--- src/periph_io_map.svh ---
// Port addresses, field positions, reset values and timing counts of the I/O decoder.
`ifndef PERIPH_IO_MAP_SVH
`define PERIPH_IO_MAP_SVH

// ----------------------------------------------------------------------------
// Port addresses in processor I/O space
// ----------------------------------------------------------------------------
`define WATCHDOG_KICK_PORT_ADDR            8'h40
`define STATUS_LAMP_PORT_ADDR              8'h60
`define SERIAL_MEMORY_CLOCK_PORT_ADDR      8'h80
`define SERIAL_MEMORY_DATA_OUT_PORT_ADDR   8'ha0
`define EXPANSION_FIRST_READ_ADDR          8'hc0
`define EXPANSION_SECOND_READ_ADDR         8'hc2
`define EXPANSION_SPARE_READ_ADDR          8'hc4
`define EXPANSION_RESET_TRIGGER_ADDR       8'hc6
`define EXPANSION_ADDRESS_BYTE_FIRST_ADDR  8'hc8
`define EXPANSION_ADDRESS_BYTE_SECOND_ADDR 8'hca
`define EXPANSION_ADDRESS_BYTE_THIRD_ADDR  8'hcc
`define EXPANSION_WRITE_PORT_ADDR          8'hce
`define DISPLAY_CONTROL_PORT_ADDR          8'he0
`define DISPLAY_DATA_PORT_ADDR             8'he1

// ----------------------------------------------------------------------------
// Fields, reset values and timing
// ----------------------------------------------------------------------------
`define LATCH_BIT_POS                      7
`define LATCH_BIT_RESET                    1'h0
`define BYTE_RESET                         8'h00
`define UNMAPPED_READ_VALUE                8'h00
`define EXPANSION_RESET_CYCLES             4

`endif

--- src/periph_io_pkg.sv ---
// Types shared by the I/O decoder, its far-side model and its testbench.
package periph_io_pkg;

	// ------------------------------------------------------------------------
	// Request from the host I/O bus
	// ------------------------------------------------------------------------
	typedef struct packed {
		logic [7:0] addr;
		logic       wr;
		logic       rd;
		logic [7:0] wdata;
	} io_req_type;

	// ------------------------------------------------------------------------
	// Expansion bus outputs
	// ------------------------------------------------------------------------
	typedef struct packed {
		logic [23:0] addr;
		logic [2:0]  addr_stb;
		logic [7:0]  wdata;
		logic        wr;
		logic        rd;
		logic [1:0]  rd_sel;
		logic        reset;
	} exp_bus_type;

	// ------------------------------------------------------------------------
	// Display controller outputs
	// ------------------------------------------------------------------------
	typedef struct packed {
		logic       rs;
		logic       wr;
		logic       rd;
		logic [7:0] wdata;
	} disp_bus_type;

	typedef enum logic [1:0] {
		ST_IDLE,
		ST_EXP_READ,
		ST_DISP_READ
	} rd_state_type;

endpackage

--- src/pin_sync3.sv ---
// Three-flop pin synchroniser that accepts a change once stages two and three agree.
`timescale 1ns/100ps
module pin_sync3
(
	input  wire logic clk_sys_i,
	input  wire logic rst_i,
	input  wire logic ce_i,
	input  wire logic pin_i,
	output logic      level_o
);
	logic [2:0] stage_q;
	logic [2:0] stage_d;
	logic       level_q;
	logic       level_d;

	// ------------------------------------------------------------------------
	// Next values
	// ------------------------------------------------------------------------
	// Only the second stage reads the first one, so metastability stays put.
	always_comb
	begin
		stage_d = {stage_q[1:0], pin_i};
		level_d = level_q;
		if (stage_q[1] == stage_q[2])
		begin
			level_d = stage_q[2];
		end
	end

	// Registers freeze while the clock enable is low.
	always_ff @(posedge clk_sys_i)
	begin
		if (rst_i)
		begin
			stage_q <= 3'h0;
			level_q <= 1'h0;
		end
		else if (ce_i)
		begin
			stage_q <= stage_d;
			level_q <= level_d;
		end
	end

	assign level_o = level_q;
endmodule // pin_sync3

--- src/pulse_stretch.sv ---
// Stretches a one-cycle trigger into a pulse of a fixed number of cycles.
`timescale 1ns/100ps
module pulse_stretch
#(
	parameter int unsigned CYCLES = 4
)
(
	input  wire logic clk_sys_i,
	input  wire logic rst_i,
	input  wire logic ce_i,
	input  wire logic trig_i,
	output logic      pulse_o
);
	localparam int unsigned CW = $clog2(CYCLES + 1);

	logic [CW-1:0] count_q;
	logic [CW-1:0] count_d;
	logic          pulse_q;
	logic          pulse_d;

	// A pulse of zero cycles would never reach the far side.
	if (CYCLES < 1)
	begin : g_bad_cycles
		$error("pulse_stretch: CYCLES must be at least 1.");
	end

	// ------------------------------------------------------------------------
	// Next values
	// ------------------------------------------------------------------------
	// A new trigger restarts the count, so back-to-back triggers lengthen it.
	always_comb
	begin
		count_d = count_q;
		if (trig_i)
		begin
			count_d = CW'(CYCLES);
		end
		else if (count_q != '0)
		begin
			count_d = count_q - CW'(1);
		end
		pulse_d = (count_d != '0);
	end

	always_ff @(posedge clk_sys_i)
	begin
		if (rst_i)
		begin
			count_q <= '0;
			pulse_q <= 1'h0;
		end
		else if (ce_i)
		begin
			count_q <= count_d;
			pulse_q <= pulse_d;
		end
	end

	assign pulse_o = pulse_q;
endmodule // pulse_stretch

--- src/board_peripheral_io_decoder.sv ---
// Board-level decoder for the processor's external I/O ports.
`timescale 1ns/100ps
`include "periph_io_map.svh"

// Function
// - Write to watchdog port with bit 7 kicks watchdog only if jumper enables.
// - Status lamp follows bit 7 written to the lamp port.
// - Serial memory clock line holds the level written in bit 7.
// - Serial memory data line drives the value written in bit 7.
// - Three read ports return a full byte from the expansion bus.
// - Any read of the reset port resets expansion devices; data meaningless.
// - Three write ports present address bytes one, two, three to expansion bus.
// - Write port transfers the full byte onto the expansion bus.
// - Two ports give read and write access to display control and data.
module board_peripheral_io_decoder
#(
	parameter int unsigned EXP_RESET_CYCLES = `EXPANSION_RESET_CYCLES
)
(
	input  wire logic                       clk_sys_i,
	input  wire logic                       rst_i,
	input  wire logic                       ce_i,
	input  wire periph_io_pkg::io_req_type  io_req_i,
	output logic [7:0]                      io_rdata_o,
	output logic                            io_rvalid_o,
	input  wire logic                       kick_path_jumper_i,
	output logic                            watchdog_kick_o,
	output logic                            status_lamp_o,
	output logic                            mem_clock_o,
	output logic                            mem_data_o,
	output periph_io_pkg::exp_bus_type      exp_o,
	input  wire logic [7:0]                 exp_rdata_i,
	output periph_io_pkg::disp_bus_type     disp_o,
	input  wire logic [7:0]                 disp_rdata_i
);
	import periph_io_pkg::*;

	if (EXP_RESET_CYCLES < 1)
	begin : g_bad_reset_cycles
		$error("board_peripheral_io_decoder: EXP_RESET_CYCLES must be at least 1.");
	end

	// ------------------------------------------------------------------------
	// Address decode
	// ------------------------------------------------------------------------
	logic hit_kick;
	logic hit_lamp;
	logic hit_clock;
	logic hit_data;
	logic hit_exp_rd;
	logic hit_exp_rst;
	logic hit_disp;
	logic [1:0] exp_rd_sel;
	logic [2:0] addr_stb;
	logic hit_exp_wr;
	logic jumper_level;
	logic exp_reset_pulse;
	logic wr_ok;
	logic rd_ok;

	rd_state_type state_q;
	rd_state_type state_d;

	// Requests are only served while idle; a read in flight refuses others.
	assign wr_ok = io_req_i.wr && (state_q == ST_IDLE);
	assign rd_ok = io_req_i.rd && !io_req_i.wr && (state_q == ST_IDLE);

	// Decode each port address into a one-hot hit.
	always_comb
	begin
		hit_kick    = 1'b0;
		hit_lamp    = 1'b0;
		hit_clock   = 1'b0;
		hit_data    = 1'b0;
		hit_exp_rd  = 1'b0;
		hit_exp_rst = 1'b0;
		hit_disp    = 1'b0;
		hit_exp_wr  = 1'b0;
		exp_rd_sel  = 2'h0;
		addr_stb    = 3'h0;
		if (io_req_i.addr == `WATCHDOG_KICK_PORT_ADDR)
		begin
			hit_kick = 1'b1;
		end
		else if (io_req_i.addr == `STATUS_LAMP_PORT_ADDR)
		begin
			hit_lamp = 1'b1;
		end
		else if (io_req_i.addr == `SERIAL_MEMORY_CLOCK_PORT_ADDR)
		begin
			hit_clock = 1'b1;
		end
		else if (io_req_i.addr == `SERIAL_MEMORY_DATA_OUT_PORT_ADDR)
		begin
			hit_data = 1'b1;
		end
		else if ((io_req_i.addr == `EXPANSION_FIRST_READ_ADDR) ||
			(io_req_i.addr == `EXPANSION_SECOND_READ_ADDR) ||
			(io_req_i.addr == `EXPANSION_SPARE_READ_ADDR))
		begin
			hit_exp_rd = 1'b1;
			exp_rd_sel = io_req_i.addr[2:1]; // The read ports sit two apart.
		end
		else if (io_req_i.addr == `EXPANSION_RESET_TRIGGER_ADDR)
		begin
			hit_exp_rst = 1'b1;
		end
		else if ((io_req_i.addr == `EXPANSION_ADDRESS_BYTE_FIRST_ADDR) ||
			(io_req_i.addr == `EXPANSION_ADDRESS_BYTE_SECOND_ADDR) ||
			(io_req_i.addr == `EXPANSION_ADDRESS_BYTE_THIRD_ADDR))
		begin
			addr_stb = 3'h1 << io_req_i.addr[2:1]; // One lane per address byte.
		end
		else if (io_req_i.addr == `EXPANSION_WRITE_PORT_ADDR)
		begin
			hit_exp_wr = 1'b1;
		end
		else if ((io_req_i.addr == `DISPLAY_CONTROL_PORT_ADDR) ||
			(io_req_i.addr == `DISPLAY_DATA_PORT_ADDR))
		begin
			hit_disp = 1'b1;
		end
	end

	// ------------------------------------------------------------------------
	// Helpers
	// ------------------------------------------------------------------------
	// The jumper is a board pin, so it is synchronised before use.
	pin_sync3 u_jumper_sync
	(
		.clk_sys_i (clk_sys_i),
		.rst_i     (rst_i),
		.ce_i      (ce_i),
		.pin_i     (kick_path_jumper_i),
		.level_o   (jumper_level)
	);

	// The expansion reset is held several cycles so slow devices see it.
	pulse_stretch #(.CYCLES(EXP_RESET_CYCLES)) u_exp_reset
	(
		.clk_sys_i (clk_sys_i),
		.rst_i     (rst_i),
		.ce_i      (ce_i),
		.trig_i    (rd_ok && hit_exp_rst),
		.pulse_o   (exp_reset_pulse)
	);

	// ------------------------------------------------------------------------
	// Output latches and strobes
	// ------------------------------------------------------------------------
	logic        kick_q, kick_d;
	logic        lamp_q, lamp_d;
	logic        clock_q, clock_d;
	logic        data_q, data_d;
	exp_bus_type exp_q, exp_d;
	disp_bus_type disp_q, disp_d;
	logic [7:0]  rdata_q, rdata_d;
	logic        rvalid_q, rvalid_d;

	// Strobes last one cycle; latches change only on a write to their port, rs and rd_sel also on a read.
	always_comb
	begin
		kick_d         = 1'b0;
		lamp_d         = lamp_q;
		clock_d        = clock_q;
		data_d         = data_q;
		exp_d          = exp_q;
		exp_d.addr_stb = 3'h0;
		exp_d.wr       = 1'b0;
		exp_d.rd       = 1'b0;
		exp_d.reset    = exp_reset_pulse;
		disp_d         = disp_q;
		disp_d.wr      = 1'b0;
		disp_d.rd      = 1'b0;
		rdata_d        = rdata_q;
		rvalid_d       = 1'b0;
		state_d        = state_q;
		if (wr_ok)
		begin
			kick_d = hit_kick && jumper_level && io_req_i.wdata[`LATCH_BIT_POS];
			if (hit_lamp)
			begin
				lamp_d = io_req_i.wdata[`LATCH_BIT_POS];
			end
			if (hit_clock)
			begin
				clock_d = io_req_i.wdata[`LATCH_BIT_POS];
			end
			if (hit_data)
			begin
				data_d = io_req_i.wdata[`LATCH_BIT_POS];
			end
			// Each address byte lands in its own lane of the address.
			for (int i = 0; i < 3; i++)
			begin
				if (addr_stb[i])
				begin
					exp_d.addr[8*i +: 8] = io_req_i.wdata;
				end
			end
			exp_d.addr_stb = addr_stb;
			if (hit_exp_wr)
			begin
				exp_d.wdata = io_req_i.wdata;
				exp_d.wr    = 1'b1;
			end
			if (hit_disp)
			begin
				disp_d.rs    = io_req_i.addr[0];
				disp_d.wdata = io_req_i.wdata;
				disp_d.wr    = 1'b1;
			end
		end
		else if (rd_ok)
		begin
			if (hit_exp_rd)
			begin
				exp_d.rd     = 1'b1;
				exp_d.rd_sel = exp_rd_sel;
				state_d      = ST_EXP_READ;
			end
			else if (hit_disp)
			begin
				disp_d.rs = io_req_i.addr[0];
				disp_d.rd = 1'b1;
				state_d   = ST_DISP_READ;
			end
			else
			begin
				// Reset port and unmapped addresses answer a fixed value.
				rdata_d  = `UNMAPPED_READ_VALUE;
				rvalid_d = 1'b1;
			end
		end
		else
		begin
			case (state_q)
				ST_EXP_READ:
				begin
					rdata_d  = exp_rdata_i;
					rvalid_d = 1'b1;
					state_d  = ST_IDLE;
				end
				ST_DISP_READ:
				begin
					rdata_d  = disp_rdata_i;
					rvalid_d = 1'b1;
					state_d  = ST_IDLE;
				end
				default:
				begin
					state_d = ST_IDLE;
				end
			endcase
		end
	end

	// All state freezes while the clock enable is low.
	always_ff @(posedge clk_sys_i)
	begin
		if (rst_i)
		begin
			kick_q   <= 1'b0;
			lamp_q   <= `LATCH_BIT_RESET;
			clock_q  <= `LATCH_BIT_RESET;
			data_q   <= `LATCH_BIT_RESET;
			exp_q    <= '0;
			disp_q   <= '0;
			rdata_q  <= `BYTE_RESET;
			rvalid_q <= 1'b0;
			state_q  <= ST_IDLE;
		end
		else if (ce_i)
		begin
			kick_q   <= kick_d;
			lamp_q   <= lamp_d;
			clock_q  <= clock_d;
			data_q   <= data_d;
			exp_q    <= exp_d;
			disp_q   <= disp_d;
			rdata_q  <= rdata_d;
			rvalid_q <= rvalid_d;
			state_q  <= state_d;
		end
	end

	assign watchdog_kick_o = kick_q;
	assign status_lamp_o   = lamp_q;
	assign mem_clock_o     = clock_q;
	assign mem_data_o      = data_q;
	assign exp_o           = exp_q;
	assign disp_o          = disp_q;
	assign io_rdata_o      = rdata_q;
	assign io_rvalid_o     = rvalid_q;

	// ------------------------------------------------------------------------
	// Assertions
	// ------------------------------------------------------------------------
	kick_gated_a: assert property (@(posedge clk_sys_i) disable iff (rst_i)
		watchdog_kick_o && $past(ce_i) |->
		$past(wr_ok && hit_kick && jumper_level && io_req_i.wdata[7]))
		else $error("Watchdog kick without jumper or bit 7.");
	lamp_follows_a: assert property (@(posedge clk_sys_i) disable iff (rst_i)
		ce_i && wr_ok && hit_lamp |=> status_lamp_o == $past(io_req_i.wdata[7]))
		else $error("Lamp does not follow bit 7.");
	mem_clock_a: assert property (@(posedge clk_sys_i) disable iff (rst_i)
		ce_i && wr_ok && hit_clock |=> mem_clock_o == $past(io_req_i.wdata[7]))
		else $error("Memory clock level wrong.");
	mem_data_a: assert property (@(posedge clk_sys_i) disable iff (rst_i)
		ce_i && wr_ok && hit_data |=> mem_data_o == $past(io_req_i.wdata[7]))
		else $error("Memory data level wrong.");
	exp_read_a: assert property (@(posedge clk_sys_i) disable iff (rst_i)
		ce_i && state_q == ST_EXP_READ |=> io_rvalid_o && io_rdata_o == $past(exp_rdata_i))
		else $error("Expansion read data not returned.");
	exp_reset_a: assert property (@(posedge clk_sys_i) disable iff (rst_i)
		ce_i && rd_ok && hit_exp_rst ##1 ce_i |=> exp_o.reset)
		else $error("Expansion reset not raised.");
	exp_addr_a: assert property (@(posedge clk_sys_i) disable iff (rst_i)
		ce_i && wr_ok && addr_stb == 3'h2 |=> exp_o.addr[15:8] == $past(io_req_i.wdata)
		&& exp_o.addr_stb == 3'h2)
		else $error("Second address byte not presented.");
	exp_write_a: assert property (@(posedge clk_sys_i) disable iff (rst_i)
		exp_o.wr && $past(ce_i) |-> exp_o.wdata == $past(io_req_i.wdata) && $past(wr_ok && hit_exp_wr))
		else $error("Expansion write byte wrong.");
	disp_access_a: assert property (@(posedge clk_sys_i) disable iff (rst_i)
		ce_i && rd_ok && hit_disp ##1 ce_i |-> disp_o.rd && disp_o.rs == $past(io_req_i.addr[0])
		##1 io_rvalid_o)
		else $error("Display read access wrong.");
	latch_hold_a: assert property (@(posedge clk_sys_i) disable iff (rst_i)
		!$past(wr_ok && hit_lamp) && !$past(rst_i) |-> $stable(status_lamp_o))
		else $error("Lamp latch changed without a write.");

endmodule // board_peripheral_io_decoder

--- config.mk ---
export PLATFORM = sky130hd
export DESIGN_NAME = board_peripheral_io_decoder
export DESIGN_NICKNAME = d
export VERILOG_FILES = /design/src/periph_io_pkg.sv /design/src/pin_sync3.sv /design/src/pulse_stretch.sv /design/src/board_peripheral_io_decoder.sv
export VERILOG_INCLUDE_DIRS = /design/src /design/src/src
export SDC_FILE = /design/constraint.sdc
export NUM_CORES = 1
export LEC_CHECK = 0
export ABC_AREA = 1
export BUFFER_PORTS_ARGS = -buffer_cell sky130_fd_sc_hd__buf_2
export CAP_MARGIN = 20
export CORE_ASPECT_RATIO = 1.25
export CORE_MARGIN = 2
export CORE_UTILIZATION = 46
export CTS_CLUSTER_DIAMETER = 100
export DETAILED_ROUTE_END_ITERATION = 6
export PLACE_DENSITY = 0.77
export SLEW_MARGIN = 20
export SYNTH_ARGS = -nofsm -noshare
export SYNTH_HDL_FRONTEND = slang
export SYNTH_SLANG_ARGS = --single-unit
--- constraint.sdc ---
create_clock -name clk_sys_i -period 1.55 [get_ports clk_sys_i]
set_input_delay 0.31 -clock clk_sys_i [delete_from_list [all_inputs] [get_ports clk_sys_i]]
set_output_delay 0.31 -clock clk_sys_i [all_outputs]
set_load 0.02 [all_outputs]
==> metrics <==
layout cells sized above 1 between 30 and 40%; relative slew slack just over 60%; Max rail drop VDD 0.531 mV; DR iter-0 viols 199; register area share after synthesis 44.6%; FF+latch count, synth 74; sequential share of power approximately half; buffer depth of the longest clock path 2; Post-Layout Cell Count 687; Setup crit end kind flop; total core area 6980 µm²; Post-synth EDFFs 0; crit path kind flop to flop; Top FF cell, synth dfxtp_1; PD cells 871 nW/µm²; Syn Area/Cell 7.15 µm²; footprint of the multi-input gates 1550 µm²; Leakage 2.12 nW; element type at the critical path start flop; final critical-path required period 1.59 ns; Layout Nets approximately 640; Root Driver clkbuf_8; Clock Latency Late Sink 0.35 ns; routed vias/inst 5.04; DRT antenna net count 0; die height 99.0 µm; Max-Cap Viols 0; final setup skew 0.00763 ns; Hold Violations, Final 0; Slew @ Worst Pin around 0.57 ns; ys async rst share 0%; crit path max fanout 5; RD Place Congestion 0.862; Hold Crit Depth 3; Pre-antenna DRT Iters 4; CP arrival between 1.5 and 2 ns; commonest non-fill, non-tap cells in the layout 101 x buf_2, 83 x nand2_1, 72 x inv_1; DRC viols 0; Switching Fraction 25.6%; Post-DP Area 4070 µm²; Clock Pin Slew Worst Setup and Hold Paths ~0.08 ns; Final WS setup -0.0363 ns; syn_nets 508; Yosys cell types 25; Setup-failing EPs final 6; Num Clock Sinks 74; clock power share 39.3%; highest clock rate 630 MHz; DR WL/cell ~13 µm; Crit Reg-Reg Startpoint state_q[1]; largest net degree at the start of global routing 30; GRT Total Usage 21.7%; area grow syn2layout 33.4%; die width 80.0 µm; Comb power frac 10.4%; htree depth 3; Num CTS Buffers 9; Die ar. 7920 µm²; initial antenna violation count 0; R2R cell count 10; Psw 0.000988 W; Cells after Synth 464; Reg2Reg Setup Slack -0.04 ns; vias in the first global route 3161; Ant. Diodes 0; Initial Util 47.6%; FP Rows 34; required time of the critical path approximately 1.8 ns; IO Port Bufs 101; post-layout util 63.5%; cell count after placement ~660; detailed placement HPWL ~6200 µm; r2r endpoint exp_o[28]; Tcrit/Tclk final 102%; HP Start kick_path_jumper_i; HP Class primary input to flop; outcome finished with violations; global-route wire length before repair 13700 µm; Total Wirelength 9040 µm; violated checks setup timing; Worst Hold Path EP u_jumper_sync.stage_q[0]; gr ovfl total 0; Internal Pwr Total 0.00287 W; via count between 3000 and 4000; area taken by flip-flops and latches 1490 µm²; Cell Area, Synth 3320 µm²; final instance area 4430 µm²; Pins Over Slew Limit 0; commonest non-fill, non-tap cell in the layout buf_2; filler instances 630; yosys warns 0; TritonCTS clock tree done; unrepaired setup endpoints after global routing true; Hold Buf Count CTS 0; I/O pins 102
## flip-flops by register name, indices dropped and copies added, names as in the netlist
signal                 flops
disp_o                    11
exp_o                     40
io_rdata_o                 8
io_rvalid_o                1
mem_clock_o                1
mem_data_o                 1
state_q                    2
status_lamp_o              1
u_exp_reset.count_q        3
u_exp_reset.pulse_o        1
u_jumper_sync.level_o      1
u_jumper_sync.stage_q      3
watchdog_kick_o            1
## per-layer routing
| layer | routed length, µm | global-route usage (%) |
|---|---|---|
| met2 | 4620 | 39.9 |
| met1 | 3590 | 23.7 |
| met4 | 137 | 7.04 |
| met3 | 679 | 5.86 |
| met5 | 0 | 0 |
## Yosys cell counts (all sizes together), types with 6 or more instances
library cell  instances  area, µm²
nor2                 54        241
dfxtp                74       1480
buf                   8       51.3
o21ai                42        210
clkbuf               12       45.0
ha                    6       75.1
inv                  79        297
nand3                20        125
nand4                20        140
a21oi                58        294
nand2                88        338
## worst max-delay path by stage
stage,cells after the start,slack [ns],start,end
2_1_floorplan,8,0.01,state_q[0],io_rdata_o[0]
3_3_place_gp,8,-0.009,io_req_i[14],exp_o[32]
3_5_place_dp,8,-0.07,io_req_i[14],exp_o[35]
4_1_cts,7,0.007,state_q[0],disp_o[1]
5_1_grt,10,-0.12,state_q[1],exp_o[28]
6_report,10,-0.04,state_q[1],exp_o[28]
## area by class of cell
type,instances,area share [%]
timing repair buffer,134,17.5
clock inverter,6,1.47
inverter,79,6.69
clock buffer,10,3.11
multi-input combinational,294,35.1
tap,90,2.54
sequential,74,33.6
## kinds of logic after synthesis
kind of cell / synth area share [%]
AND/OR/NAND/NOR: 25.6
AO/OA/AOI/OAI: 15.4
buffers and inverters: 11.8
flip-flops: 44.6
adder cells (fa/ha/maj): 2.26
XOR/XNOR: 0.264
## critical path: stages (launching register included)
cell,delay (ns)
dfxtp_2,0.33
inv_2,0.07
ha_4,0.15
nand2_4,0.07
nor2_8,0.13
nand3_2,0.10
nor2_4,0.22
buf_6,0.14
nand2_4,0.07
o21ai_2,0.16
nor2_1,0.05
## repair_timing
action,CTS,global route
endpoints found under the hold margin,0,0
gates resized for setup,1,29
pin swaps,1,9
setup endpoints to repair,33,48
gates cloned,0,3
setup buffers,0,5
## power groups by stage
stage / combinational (W) / clock, W / sequential (W)
5_1_grt: 0.000449 / 0.00162 / 0.00194
3_5_place_dp: 0.000366 / 0 / 0.00198
3_3_place_gp: 0.000354 / 0 / 0.00198
4_1_cts: 0.000371 / 0.00154 / 0.00194
6_report: 0.000400 / 0.00152 / 0.00194
2_1_floorplan: 0.000206 / 0 / 0.00199
## per-stage QoR
step | total power [W] | setup WS, ns | hold slack, ns | setup TNS [ns]
2_1_floorplan | 0.00220 | 0.00965 | 0.434 | 0
3_3_place_gp | 0.00234 | -0.00935 | 0.428 | -0.0158
3_5_place_dp | 0.00235 | -0.0671 | 0.432 | -0.927
4_1_cts | 0.00385 | 0.00736 | 0.194 | 0
5_1_grt | 0.00401 | -0.120 | 0.196 | -0.651
6_report | 0.00386 | -0.0363 | 0.193 | -0.114
Power figures use the tool's default switching activity.
